$ cat src/core/branch_pkg.sv
// shared constants, types and helpers for the branch and control decode block
package branch_pkg;

  // ---------------------------------------------------------------
  // instruction kinds delivered by the front end
  // ---------------------------------------------------------------
  typedef enum logic [3:0] {
    OP_NONE, OP_BRANCH, OP_CALL_REL, OP_JUMP_REG, OP_CALL_REG,
    OP_ZERO_TEST, OP_NONZERO_TEST, OP_PREFIX, OP_BYTE_TABLE,
    OP_HALF_TABLE, OP_BREAKPOINT, OP_OTHER
  } op_t;

  // ---------------------------------------------------------------
  // condition codes, flags and sizes
  // ---------------------------------------------------------------
  localparam logic [3:0] COND_AL      = 4'hE;
  localparam int         FLAG_N       = 3;
  localparam int         FLAG_Z       = 2;
  localparam int         FLAG_C       = 1;
  localparam int         FLAG_V       = 0;
  localparam int         FAR_HI_BIT   = 24;  // +/-16 MB signed span
  localparam int         NEAR_HI_BIT  = 20;  // +/-1 MB signed span
  localparam int         BLOCK_MAX    = 4;
  localparam int         PRED_STATE_W = 11;
  localparam logic [31:0] WIDE_STEP   = 32'h0000_0004;
  localparam logic [31:0] NARROW_STEP = 32'h0000_0002;
  localparam logic [31:0] TABLE_GAP   = 32'h0000_0004;
  localparam logic [31:0] EVEN_MASK   = 32'hFFFF_FFFE;
  localparam logic [PRED_STATE_W-1:0] PRED_RESET = 11'h000;

  // flags are only read here, never produced
  function automatic logic cond_pass(input logic [3:0] c, input logic [3:0] f);
    logic r;
    r = 1'b1;
    case (c[3:1])
      3'h0:    r = f[FLAG_Z];
      3'h1:    r = f[FLAG_C];
      3'h2:    r = f[FLAG_N];
      3'h3:    r = f[FLAG_V];
      3'h4:    r = f[FLAG_C] & ~f[FLAG_Z];
      3'h5:    r = f[FLAG_N] == f[FLAG_V];
      3'h6:    r = ~f[FLAG_Z] & (f[FLAG_N] == f[FLAG_V]);
      default: r = 1'b1;
    endcase
    cond_pass = (c[3:1] != 3'h7 && c[0]) ? ~r : r;
  endfunction

endpackage

$ cat src/core/pred_if.sv
// carrier between the decode core and the predicated block tracker
interface pred_if;
  import branch_pkg::*;
  logic                    start;
  logic [2:0]              len;
  logic [2:0]              else_bits;
  logic [3:0]              base_cond;
  logic                    advance;
  logic                    clear;
  logic                    restore;
  logic [PRED_STATE_W-1:0] restore_state;
  logic [PRED_STATE_W-1:0] state;
  logic                    active;
  logic [3:0]              cur_cond;

  modport tracker (input start, len, else_bits, base_cond, advance, clear, restore,
                   restore_state, output state, active, cur_cond);
  modport user    (output start, len, else_bits, base_cond, advance, clear, restore,
                   restore_state, input state, active, cur_cond);
endinterface

$ cat src/core/pred_tracker.sv
// predicated block tracker: base condition, then/else switches, remaining count
module pred_tracker
  import branch_pkg::*;
(
  // clock and reset
  input  wire logic ref_clk_in,
  input  wire logic sys_rst_in,
  // core side
  pred_if.tracker   p
);

  logic [3:0] cond_q;
  logic [3:0] sw_q;    // bit 0 is the switch of the instruction now due
  logic [2:0] count_q;
  logic       active_q;  // kept as a flop so the block flag leaves the top registered

  // ---------------------------------------------------------------
  // state
  // ---------------------------------------------------------------
  // restore beats clear here, but the decode block gates restore off while exc_entry_in is high, so entry wins there
  always_ff @(posedge ref_clk_in or posedge sys_rst_in) begin
    if (sys_rst_in) begin
      {cond_q, sw_q, count_q} <= PRED_RESET;
      active_q <= 1'b0;
    end else if (p.restore) begin
      {cond_q, sw_q, count_q} <= p.restore_state;
      active_q <= p.restore_state[2:0] != 3'h0;
    end else if (p.clear) begin
      count_q  <= 3'h0;
      active_q <= 1'b0;
    end else if (p.start) begin
      cond_q   <= p.base_cond;
      sw_q     <= {p.else_bits, 1'b0};
      count_q  <= p.len;
      active_q <= p.len != 3'h0;
    end else if (p.advance && count_q != 3'h0) begin
      sw_q     <= {1'b0, sw_q[3:1]};
      count_q  <= count_q - 3'h1;
      active_q <= count_q != 3'h1;
    end
  end

  assign p.state    = {cond_q, sw_q, count_q};
  assign p.active   = active_q;
  assign p.cur_cond = sw_q[0] ? {cond_q[3:1], ~cond_q[0]} : cond_q;
endmodule

$ cat src/core/branch_control_decode.sv
// branch, compare-and-branch, predication and table branch execute logic
module branch_control_decode
  import branch_pkg::*;
(
  // clock and reset
  input  wire logic                    ref_clk_in,
  input  wire logic                    sys_rst_in,
  // instruction issue
  input  wire logic                    issue_valid_in,
  input  wire op_t                     op_in,
  input  wire logic [3:0]              cond_in,
  input  wire logic                    wide_in,
  input  wire logic [31:0]             pc_in,
  input  wire logic [31:0]             offset_in,
  input  wire logic [31:0]             reg_a_in,
  input  wire logic [31:0]             reg_b_in,
  input  wire logic                    base_is_pc_in,
  input  wire logic [3:0]              flags_in,
  input  wire logic [2:0]              pred_len_in,
  input  wire logic [2:0]              pred_else_in,
  // exception entry and return
  input  wire logic                    exc_entry_in,
  input  wire logic                    exc_return_in,
  input  wire logic [PRED_STATE_W-1:0] exc_state_in,
  // table read port
  input  wire logic                    table_ack_in,
  input  wire logic [15:0]             table_data_in,
  // results
  output logic                         exec_out,
  output logic                         branch_out,
  output logic [31:0]                  target_out,
  output logic                         link_we_out,
  output logic [31:0]                  link_out,
  output logic                         fault_out,
  output logic                         range_err_out,
  output logic                         table_req_out,
  output logic [31:0]                  table_addr_out,
  output logic                         table_half_out,
  output logic [PRED_STATE_W-1:0]      exc_state_out,
  output logic                         in_block_out
);

  typedef enum logic [0:0] {ST_IDLE, ST_WAIT} state_t;

  pred_if p ();

  pred_tracker u_tracker (
    .ref_clk_in (ref_clk_in),
    .sys_rst_in (sys_rst_in),
    .p          (p)
  );

  state_t      state_q,    state_d;
  logic        exec_q,     branch_q,   link_we_q, fault_q, range_q, req_q, half_q;
  logic [31:0] target_q,   link_q,     taddr_q,   tbase_q;
  logic [PRED_STATE_W-1:0] saved_q;

  // ---------------------------------------------------------------
  // decode
  // ---------------------------------------------------------------
  // issue is ignored while a table read is outstanding
  wire accept    = issue_valid_in && state_q == ST_IDLE && !exc_entry_in;
  wire in_blk    = p.active;
  wire is_rel    = op_in == OP_BRANCH || op_in == OP_CALL_REL;
  wire is_reg    = op_in == OP_JUMP_REG || op_in == OP_CALL_REG;
  wire is_test   = op_in == OP_ZERO_TEST || op_in == OP_NONZERO_TEST;
  wire is_table  = op_in == OP_BYTE_TABLE || op_in == OP_HALF_TABLE;
  // outside a block only the plain branch may carry a condition
  wire use_cond  = in_blk || op_in == OP_BRANCH;
  wire [3:0] eff_cond = in_blk ? p.cur_cond : cond_in;
  wire pass      = cond_pass(eff_cond, flags_in);
  wire go        = !use_cond || pass || op_in == OP_BREAKPOINT;

  wire near_lim  = op_in == OP_BRANCH && !in_blk && cond_in != COND_AL;
  wire fits_far  = &offset_in[31:FAR_HI_BIT] || ~|offset_in[31:FAR_HI_BIT];
  wire fits_near = &offset_in[31:NEAR_HI_BIT] || ~|offset_in[31:NEAR_HI_BIT];
  wire fits      = near_lim ? fits_near : fits_far;
  wire rel_ok    = is_rel && go && fits;
  wire rel_bad   = is_rel && go && !fits;

  wire reg_odd   = reg_a_in[0];
  wire reg_ok    = is_reg && go && reg_odd;
  wire reg_bad   = is_reg && go && !reg_odd;
  wire is_zero   = reg_a_in == 32'h0000_0000;
  // compare-only; flags are never written by this block
  wire test_tk   = (op_in == OP_ZERO_TEST && is_zero) ||
                   (op_in == OP_NONZERO_TEST && !is_zero);

  wire [31:0] next_pc   = pc_in + (wide_in ? WIDE_STEP : NARROW_STEP);
  wire [31:0] rel_tgt   = pc_in + offset_in;
  wire [31:0] reg_tgt   = reg_a_in & EVEN_MASK;
  wire [31:0] tbl_after = pc_in + TABLE_GAP;
  wire [31:0] tbl_base  = base_is_pc_in ? tbl_after : reg_a_in;
  wire [31:0] tbl_idx   = op_in == OP_HALF_TABLE ? {reg_b_in[30:0], 1'b0} : reg_b_in;
  wire [31:0] tbl_addr  = tbl_base + tbl_idx;
  wire [31:0] entry2    = half_q ? {15'h0000, table_data_in, 1'b0}
                                 : {23'h000000, table_data_in[7:0], 1'b0};
  wire [31:0] tbl_tgt   = tbase_q + entry2;
  wire        tbl_done  = state_q == ST_WAIT && table_ack_in && !exc_entry_in;
  wire        tbl_start = accept && is_table && go;

  // ---------------------------------------------------------------
  // next values
  // ---------------------------------------------------------------
  wire        exec_d   = accept && op_in != OP_NONE && go;
  wire        branch_d = tbl_done ||
                         (accept && (rel_ok || reg_ok || (is_test && test_tk)));
  wire [31:0] target_d = tbl_done ? tbl_tgt : (is_reg ? reg_tgt : rel_tgt);
  wire        link_d   = accept && ((op_in == OP_CALL_REL && rel_ok) ||
                                    (op_in == OP_CALL_REG && reg_ok));
  wire        fault_d  = accept && reg_bad;
  wire        range_d  = accept && rel_bad;

  always_comb begin
    state_d = state_q;
    case (state_q)
      ST_IDLE: if (tbl_start) state_d = ST_WAIT;
      ST_WAIT: if (exc_entry_in || table_ack_in) state_d = ST_IDLE;
      default: state_d = ST_IDLE;
    endcase
  end

  // ---------------------------------------------------------------
  // tracker control
  // ---------------------------------------------------------------
  assign p.start         = accept && op_in == OP_PREFIX;
  assign p.len           = pred_len_in;
  assign p.else_bits     = pred_else_in;
  assign p.base_cond     = cond_in;
  assign p.advance       = accept && in_blk && op_in != OP_NONE;
  assign p.clear         = exc_entry_in;
  assign p.restore       = exc_return_in && !exc_entry_in;
  assign p.restore_state = exc_state_in;

  // ---------------------------------------------------------------
  // registers
  // ---------------------------------------------------------------
  always_ff @(posedge ref_clk_in or posedge sys_rst_in) begin
    if (sys_rst_in) begin
      state_q <= ST_IDLE;
      {exec_q, branch_q, link_we_q, fault_q, range_q} <= 5'h00;
      {req_q, half_q} <= 2'h0;
      {target_q, link_q, taddr_q, tbase_q} <= {4{32'h0000_0000}};
      saved_q <= PRED_RESET;
    end else begin
      state_q   <= state_d;
      exec_q    <= exec_d;
      branch_q  <= branch_d;
      target_q  <= branch_d ? target_d : target_q;
      link_we_q <= link_d;
      link_q    <= link_d ? next_pc : link_q;
      fault_q   <= fault_d;
      range_q   <= range_d;
      req_q     <= state_d == ST_WAIT;
      if (tbl_start) begin
        taddr_q <= tbl_addr;
        tbase_q <= tbl_after;
        half_q  <= op_in == OP_HALF_TABLE;
      end
      if (exc_entry_in) saved_q <= p.state;
    end
  end

  assign exec_out       = exec_q;
  assign branch_out     = branch_q;
  assign target_out     = target_q;
  assign link_we_out    = link_we_q;
  assign link_out       = link_q;
  assign fault_out      = fault_q;
  assign range_err_out  = range_q;
  assign table_req_out  = req_q;
  assign table_addr_out = taddr_q;
  assign table_half_out = half_q;
  assign exc_state_out  = saved_q;
  assign in_block_out   = p.active;
endmodule

$ cat config.mk
export PLATFORM = sky130hd
export DESIGN_NAME = branch_control_decode
export DESIGN_NICKNAME = d
export VERILOG_FILES = /design/src/core/branch_pkg.sv /design/src/core/pred_if.sv /design/src/core/pred_tracker.sv /design/src/core/branch_control_decode.sv
export SDC_FILE = /design/constraint.sdc
export NUM_CORES = 1
export LEC_CHECK = 0
export BUFFER_PORTS_ARGS = -buffer_cell sky130_fd_sc_hd__clkbuf_2
export CAP_MARGIN = 40
export CORE_MARGIN = 2
export CORE_UTILIZATION = 45
export DETAILED_ROUTE_END_ITERATION = 10
export PLACE_DENSITY = 0.7
export SKIP_LAST_GASP = 1
export SYNTH_ARGS = -nofsm -noshare
export SYNTH_HDL_FRONTEND = slang
export SYNTH_SLANG_ARGS = --single-unit
$ cat constraint.sdc
create_clock -name ref_clk_in -period 7.6 [get_ports ref_clk_in]
set_input_delay 1.14 -clock ref_clk_in [delete_from_list [all_inputs] [get_ports ref_clk_in]]
set_output_delay 1.14 -clock ref_clk_in [all_outputs]
set_load 0.05 [all_outputs]
==> impl_metrics.ini, run 1 <==
[outcome]
status = complete, no violations

[cells_and_area]
final.fill_count = 2737
area.growth.synth_to_final_pct = 19.29
final_cell_area_um2 = 15360
final_cell_mix = clkbuf_2, nand2_1, dfrtp_1, o21ai_0, nor2_1
drive_gt1_frac = 0.2228
seqCellArea_um2 = 3954
multi_input_area_um2 = 8467
n_antenna_cell = 0
layout_commonest_cell = clkbuf_2
fin_nets = 2096

[die]
fp-row-count = 61
io_pins = 296
die_w_um = 173.2
die_h_um = 173.2
dieArea_um2 = 29990
start_util = 0.4598
fp.coreArea_um2 = 28010

[sta]
setup_viol = 0
fin_crit_ns = 4.807
fin_skew_ns = 0.01144
fin_crit_sh = 0.6325
slew_violations = 0
worstMarginPinSlew_ns = 0.8795
slew-limit-headroom = 0.4125
fin_ws_ns = 2.793
hold_violations = 0
rsz0062_at_grt = no
whs_ns = 0.4808
fin_setup_tns_ns = 0
clock.fmax_ghz = 0.2080

[clock_network]
htree_levels = 4
clockBufferDepth = 2
ctsHoldBuffers = 0
cts_sinks = 158
post_cts_buffers = 0
cts_root_buf = clkbuf_16
clk_latency_ns = 0.44
cts.clk_slew.worst_paths_ns = 0.07
cts.repair.resized = 0
cts_tree = yes
cts-buffers-inserted = 17

[route]
viasPerCell = 5.765
drc = 0
drt_iter0_markers = 1178
drt_wl_total_um = 42360
ant_nets = 0
drt_pass1_iterations = 7
via_count = 12790
post_drt_wl_per_cell_um = 19.10

[placement]
pre_cts_slack_ns = 2.456
io_buffers = 295
place_area_um2 = 14700
place_congestion = 0.9415
dp_hpwl_um = 33670

[critical_path]
cp_max_fo = 7
cp_data_arrival_time_ns = 5.15
rr_worst_depth = 9
end_kind = register
crit_required_ns = 7.95
path_class = input port to register
max_stage_delay_ns = 0.61
path_cells = clkbuf_2 > and3_1 > nand2_1 > nor3_1 > nand3_1 > xor2_1 > a21oi_1 > ha_1 > a21oi_1 > o21ai_0 > a211oi_1 > o31ai_1 > o21ai_0 > a21oi_1 > o21ai_0 > and3_1 > o31ai_1
cp-start-kind = input port
cp_slowest_cell = nor3_1

[hold_path]
whs_path_depth = 2
hold_path.class = register to register

[global_route]
gr-max-usage-layer = met2
gr-total-overflow = 0
grt_pass1_vias = 12430
use_met3 = 0.04529
grt_max_degree = 89
gr-usage-met1 = 0.3640
grt_pass1_wl_um = 66630
grtUsageMet2 = 0.4725
antenna_found_initial = 0
grtUsageTotal = 0.2801

[synthesis]
syn_nets = 1845
seq_area_frac_synth = 0.3070
synth_cell_types = 75
synth.avg_cell_area_um2 = 8.172
ys_ff_latch = 158
syn-instance-count = 1576
syn_area_um2 = 12880
synth_warnings = 0
synthArstFlopShare = 1.000
synth_edf_count = 0
synth-main-ff-cell = dfrtp_1

[power_and_ir_drop]
peakVddDrop_uv = 236.5
power_density_nw_per_um2 = 262.3
p_leak_nw = 7.164

[run]
max_cap_viol_count = 0
[cell families after synthesis]
kind of cell | after synthesis | synth area share
AO/OA/AOI/OAI | 440 | 0.2134
XOR/XNOR | 123 | 0.08365
adder cells (fa/ha/maj) | 88 | 0.08783
buffers and inverters | 118 | 0.03711
flip-flops | 158 | 0.3070
multiplexers | 73 | 0.06247
AND/OR/NAND/NOR | 576 | 0.2085
[metal layers]
metal | part of all wire | up-vias
met5 | 0 | -
met2 | 0.47 | 485
met1 | 0.43 | 6050
met4 | 0.029 | 0
met3 | 0.070 | 65
li1 | - | 6186
[critical path: cells and delay by family]
family                     cells  cell delay (ns)
AOI/OAI and AO/OA              9             1.71
and+or+nand+nor                5             1.37
adders and majority gates      1             0.41
xor gates and xnor gates       1             0.34
buffers and inverters          1             0.16
[Yosys cell counts, types with 23 or more instances]
| library cell | number | area, µm² |
|---|---|---|
| nand2_1 | 211 | 792.0 |
| dfrtp_1 | 158 | 3954 |
| o21ai_0 | 146 | 730.7 |
| nor2_1 | 141 | 529.3 |
| a21oi_1 | 107 | 535.5 |
| ha_1 | 84 | 1051 |
| xnor2_1 | 71 | 621.9 |
| clkbuf_1 | 52 | 195.2 |
| xor2_1 | 52 | 455.4 |
| mux2_2 | 49 | 551.8 |
| nand3_1 | 49 | 245.2 |
| inv_1 | 42 | 157.7 |
| a21o_1 | 34 | 255.2 |
| nor3_1 | 30 | 150.1 |
| and3_1 | 27 | 168.9 |
| o31ai_1 | 24 | 180.2 |
| mux2i_1 | 23 | 230.2 |
[state kept, by name (all words and copies together), names as in the netlist, 3 cells and up]
register and cells:
u_tracker.count_q 3, u_tracker.sw_q 4, exc_state_out 11, table_addr_out 32
link_out 32, tbase_q 32, u_tracker.cond_q 4, target_out 32
[where the power goes]
part           total, mW  switching [mW]  internal [mW]  leakage, nW
combinational       1.81            1.26          0.546         4.82
clock              0.989           0.389          0.600        0.324
sequential          1.23           0.168           1.06         2.02
[path summary, 6_finish.rpt]
kind	startpoint	to	slack (ns)
setup / recovery	pc_in[5]	table_addr_out[24]$_DFFE_PP0P_	2.79
hold / removal	table_addr_out[6]$_DFFE_PP0P_	table_addr_out[6]$_DFFE_PP0P_	0.48
setup reg to reg	u_tracker.p.active$_DFFE_PP0P_	table_addr_out[23]$_DFFE_PP0P_	4.41
hold reg to reg	table_addr_out[6]$_DFFE_PP0P_	table_addr_out[6]$_DFFE_PP0P_	0.48
max in group asynchronous	sys_rst_in	table_addr_out[10]$_DFFE_PP0P_	5.47
min in group asynchronous	sys_rst_in	link_out[31]$_DFFE_PP0P_	0.68
[per-stage QoR]
step	utilization	power, mW	instances
floorplan	-	2.540	1576
global placement	0.5207	3.013	2180
detailed placement	0.5247	3.042	2186
CTS	0.5485	4.040	2218
global route	0.5485	4.257	2218
finish	0.5485	4.030	2218
[cell type report]
| class | count | share of cell area |
|---|---|---|
| multi-input combinational | 1300 | 0.5511 |
| tap | 378 | 0.03078 |
| timing repair buffer | 308 | 0.1068 |
| sequential | 158 | 0.2573 |
| clock inverter | 14 | 0.01474 |
| clock buffer | 18 | 0.02859 |
| inverter | 42 | 0.01059 |
Power figures use the tool's default switching activity.
==> run 2, diff against run 1 <==
PLACE_DENSITY = 0.72   (was 0.7)
clock period = 4 ns   (was 7.6 ns; I/O delays follow)
==> impl_metrics.ini, run 2 (synthesis gave the netlist of run 1 again) <==
[placement]
place_inst = 2296
dp_hpwl_um = 36970
io_buffers = 295
pre_cts_slack_ns = -0.1721
place_congestion = 0.9504

[clock_network]
cts-buffers-inserted = 17
cts.clk_slew.worst_paths_ns = 0.07
clk_latency_ns = 0.43
cts.repair.resized = 0
htree_levels = 4
cts_root_buf = clkbuf_16
post_cts_buffers = 0
ctsHoldBuffers = 0
cts_sinks = 158
clockBufferDepth = 2
cts_tree = yes

[critical_path]
cp-start-kind = input port
cp_data_arrival_time_ns = 3.99
cp_slowest_cell = ha_1
cpLargestDelayFamily = compound AO/OA/AOI/OAI gates
r2r_slack_ns = 0.55
end_kind = register
critPathBufInv = 3
r2r_end = target_out[19]$_DFFE_PP0P_
r2r-start = table_half_out$_DFFE_PP0P_
cpMostUsedCell = a21oi_1
max_stage_delay_ns = 0.34
path_class = input port to register
cp_max_fo = 4
crit_required_ns = 4.34
rr_worst_depth = 12
path_cells = clkbuf_2 > and3_1 > nand2_1 > nor3_1 > buf_4 > nand3_1 > xor2_1 > a21oi_1 > ha_1 > a21oi_1 > o21ai_0 > buf_4 > a211oi_1 > o31ai_1 > o21ai_1 > a21oi_1 > o21ai_0 > a21oi_1 > o31ai_1

[power_and_ir_drop]
power_density_nw_per_um2 = 470.7
peakVddDrop_uv = 436.5
p_leak_nw = 7.659

[cells_and_area]
fin_nets = 2206
layout_commonest_cell = clkbuf_2
drive_gt1_frac = 0.2673
area.growth.synth_to_final_pct = 25.48
instances_no_fill = 2331
final_cell_mix = clkbuf_2, nand2_1, dfrtp_1, o21ai_0, nor2_1

[route]
ant_nets = 0
post_drt_wl_per_cell_um = 19.48
drt_iter0_markers = 890
drt_pass1_iterations = 5
viasPerCell = 5.714
drt_wl_total_um = 45400
drc = 0
via_count = 13320

[sta]
slew_violations = 0
worstMarginPinSlew_ns = 0.8974
whs_ns = 0.03431
rsz0062_at_grt = no
hold_violations = 0
clock.fmax_ghz = 0.2736
slew-limit-headroom = 0.3962
fin_crit_sh = 0.9137
fin_skew_ns = 0.01403
fin_ws_ns = 0.3454
fin_crit_ns = 3.655
setup_viol = 0

[global_route]
grt_pass1_vias = 12870
grt_pass1_wl_um = 70600
grt_max_degree = 53
grtUsageTotal = 0.2978
antenna_found_initial = 6
gr-total-overflow = 0

[die]
die_w_um = 173.2
fp.coreArea_um2 = 28010
fp-row-count = 61
die_h_um = 173.2
io_pins = 296
dieArea_um2 = 29990
start_util = 0.4598

[run]
max_cap_viol_count = 0

[hold_path]
hold_path.class = input port to async pin

[outcome]
status = complete, no violations
run 2: cell count changes in the layout (fill, tap and decap cells not counted), moves of 2 or more:
cell and delta:
buf_16 -2, clkinvlp_4 +2, buf_12 +7, buf_4 +106, diode_2 +4, bufinv_16 -3
run 2: power breakdown:
part / switching [mW] / internal [mW]
Clock: 0.756 / 0.931
Sequential: 0.322 / 2.02
Combinational: 2.43 / 1.15
run 2: area by class of cell:
type,count,area [µm²]
antenna,4,10.01
clock buffer,17,425.4
clock inverter,14,157.7
fill,2628,11850
inverter,42,161.4
multi-input combinational,1300,8472
sequential,158,3954
tap,378,473.0
timing repair buffer,418,2507
run 2: worst max path at each step:
stage	start	endpoint	slack, ns	cells past startpoint
after floorplan	op_in[1]	table_addr_out[30]$_DFFE_PP0P_	0.05	16
after global routing	pc_in[6]	table_addr_out[24]$_DFFE_PP0P_	0.05	18
after detailed placement	pc_in[6]	table_addr_out[24]$_DFFE_PP0P_	-0.17	16
after global placement	op_in[1]	table_addr_out[24]$_DFFE_PP0P_	-0.07	16
after CTS	pc_in[6]	table_addr_out[24]$_DFFE_PP0P_	0.27	16
final	pc_in[6]	table_addr_out[24]$_DFFE_PP0P_	0.35	19
run 2: worst register-to-register path, cell delays in order (launching register included):
cell      delay, ns
dfrtp_1        0.62
and2_1         0.25
ha_1           0.31
and3_1         0.21
a31oi_1        0.16
o21ai_0        0.13
or2_2          0.30
o221ai_1       0.38
a21o_1         0.35
buf_4          0.20
nor2_1         0.06
xor2_1         0.14
a22o_1         0.23
run 2: routing by layer:
metal,wire (µm),share of wire,vias to the layer above,global-route usage
li1,-,-,6396,-
met1,18810,0.41,6290,0.3760
met2,21150,0.47,529,0.4952
met3,3401,0.075,101,0.05959
met4,1999,0.044,4,0.1285
met5,27,0.00059,-,0
run 2: metrics by stage:
stage | area, µm² | total power, mW | TNS [ns] | utilization
after detailed placement | 15550 | 5.917 | -0.3946 | 0.5553
after floorplan | 12900 | 4.826 | 0 | -
after global routing | 16160 | 8.013 | 0 | 0.5769
after global placement | 15510 | 5.859 | -0.06644 | 0.5538
after CTS | 16140 | 7.618 | 0 | 0.5761
final | 16160 | 7.607 | 0 | 0.5769
==> run 3, diff against run 2 <==
CTS_BUF_LIST = sky130_fd_sc_hd__clkbuf_4   (was not set)
==> impl_metrics.ini, run 3 (synthesis gave the netlist of run 1 again) <==
[clock_network]
cts_sinks = 158
htree_levels = 4
cts.clk_slew.worst_paths_ns = 0.16
cts_root_buf = clkbuf_4
cts_tree = yes
cts-buffers-inserted = 17
clk_latency_ns = 0.60
cts.repair.resized = 0
clockBufferDepth = 2

[global_route]
grtUsageTotal = 0.2973
gr-total-overflow = 0
grt_max_degree = 53
antenna_found_initial = 7
grt_pass1_wl_um = 70410
grt_pass1_vias = 12860

[cells_and_area]
drive_gt1_frac = 0.2662
instances_no_fill = 2333
final_cell_mix = clkbuf_2, nand2_1, dfrtp_1, o21ai_0, nor2_1
area.growth.synth_to_final_pct = 23.17
fin_nets = 2207
post-route-util = 0.5663
layout_commonest_cell = clkbuf_2

[die]
io_pins = 296
fp.coreArea_um2 = 28010
dieArea_um2 = 29990
die_w_um = 173.2
die_h_um = 173.2
fp-row-count = 61
start_util = 0.4598

[power_and_ir_drop]
p_leak_nw = 7.529
combPwrFrac = 0.512
netSwitchingFraction = 0.4923
p_switching_mw = 3.437
internal_power_mw = 3.544
power_mw = 6.981
peakVddDrop_uv = 386.8
pwr-share-clk = 0.153
power_density_nw_per_um2 = 440.1
p_seq_frac = 0.335

[sta]
fin_crit_sh = 0.9032
slew-limit-headroom = 0.3921
fin_crit_ns = 3.613
fin_skew_ns = 0.03326
rsz0062_at_grt = no
fin_ws_ns = 0.3871
clock.fmax_ghz = 0.2768
slew_violations = 0
hold_violations = 0
fin_setup_tns_ns = 0
worstMarginPinSlew_ns = 0.9036
setup_viol = 0

[critical_path]
cp-start-kind = input port
cp_max_fo = 4
end_kind = register
crit_required_ns = 4.51
cp_data_arrival_time_ns = 4.13
path_class = input port to register

[placement]
io_buffers = 295
place_inst = 2296
dp_hpwl_um = 36970
place_congestion = 0.9504
pre_cts_slack_ns = -0.1721

[route]
drt_pass1_iterations = 7
via_count = 13310
drt_iter0_markers = 887
drc = 0
ant_nets = 0
viasPerCell = 5.703
drt_wl_total_um = 45400
post_drt_wl_per_cell_um = 19.46

[run]
max_cap_viol_count = 0

[hold_path]
hold_path.class = input port to register

[outcome]
status = complete, no violations
==> run 3: timing repair <==
item | 4_1_cts | 5_1_grt
setup buffers | 0 | 0
endpoints found under the hold margin | 2 | 0
hold buffers | 1 | 0
==> run 3: metal layers <==
layer / vias to the layer above / GRT usage / share of wire
met3: 88 / 0.05607 / 0.070
met5: - / 0 / 0.00057
li1: 6401 / - / -
met4: 4 / 0.1236 / 0.040
met2: 525 / 0.4950 / 0.47
met1: 6287 / 0.3788 / 0.42
==> run 3: worst max-delay path, stage by stage <==
cell      delay, ns
clkbuf_2       0.09
and3_1         0.24
nand2_1        0.14
or3_1          0.41
or4_1          0.46
xor2_1         0.28
a21oi_1        0.15
ha_1           0.35
nand2_1        0.09
o21bai_1       0.16
nor3_1         0.23
o21ai_0        0.22
a21oi_1        0.22
o21ai_0        0.13
and3_1         0.19
o31ai_1        0.18
==> run 3: cell type report <==
type,instances,area [µm²]
Sequential cell,158,3954
Antenna cell,5,12.51
Fill cell,2673,12150
Inverter,42,161.4
Clock buffer,17,127.6
Tap cell,378,473.0
Clock inverter,14,157.7
Timing Repair Buffer,419,2517
Multi-Input combinational cell,1300,8459
==> run 3: stage by stage <==
step | instance area (µm²) | hold slack, ns
6_report | 15860 | 0.2150
5_1_grt | 15860 | 0.1788
4_1_cts | 15850 | 0.1865
3_5_place_dp | 15550 | 0.4642
3_3_place_gp | 15510 | 0.4617
2_1_floorplan | 12900 | 0.4464
==> run 3: path summary, 6_finish.rpt <==
check / startpoint / endpoint / slack, ns / depth (start not counted)
worst max register to register: table_half_out$_DFFE_PP0P_ / target_out[19]$_DFFE_PP0P_ / 0.56 / 12
worst max-delay path: pc_in[6] / table_addr_out[24]$_DFFE_PP0P_ / 0.39 / 16
worst min-delay path: exc_state_in[10] / u_tracker.cond_q[3]$_DFFE_PP0P_ / 0.22 / 3
worst min register to register: table_addr_out[20]$_DFFE_PP0P_ / table_addr_out[20]$_DFFE_PP0P_ / 0.50 / 2
min in group asynchronous: sys_rst_in / table_addr_out[20]$_DFFE_PP0P_ / 0.40 / 3
max in group asynchronous: sys_rst_in / link_out[28]$_DFFE_PP0P_ / 2.81 / 5
==> run 3: power groups by stage <==
stage | combinational, mW | clock (mW) | sequential, mW
after floorplan | 1.41 | 0 | 3.42
after global placement | 3.50 | 0 | 2.36
after detailed placement | 3.55 | 0 | 2.36
after CTS | 3.57 | 1.08 | 2.33
after global routing | 3.84 | 1.15 | 2.39
final | 3.58 | 1.07 | 2.34
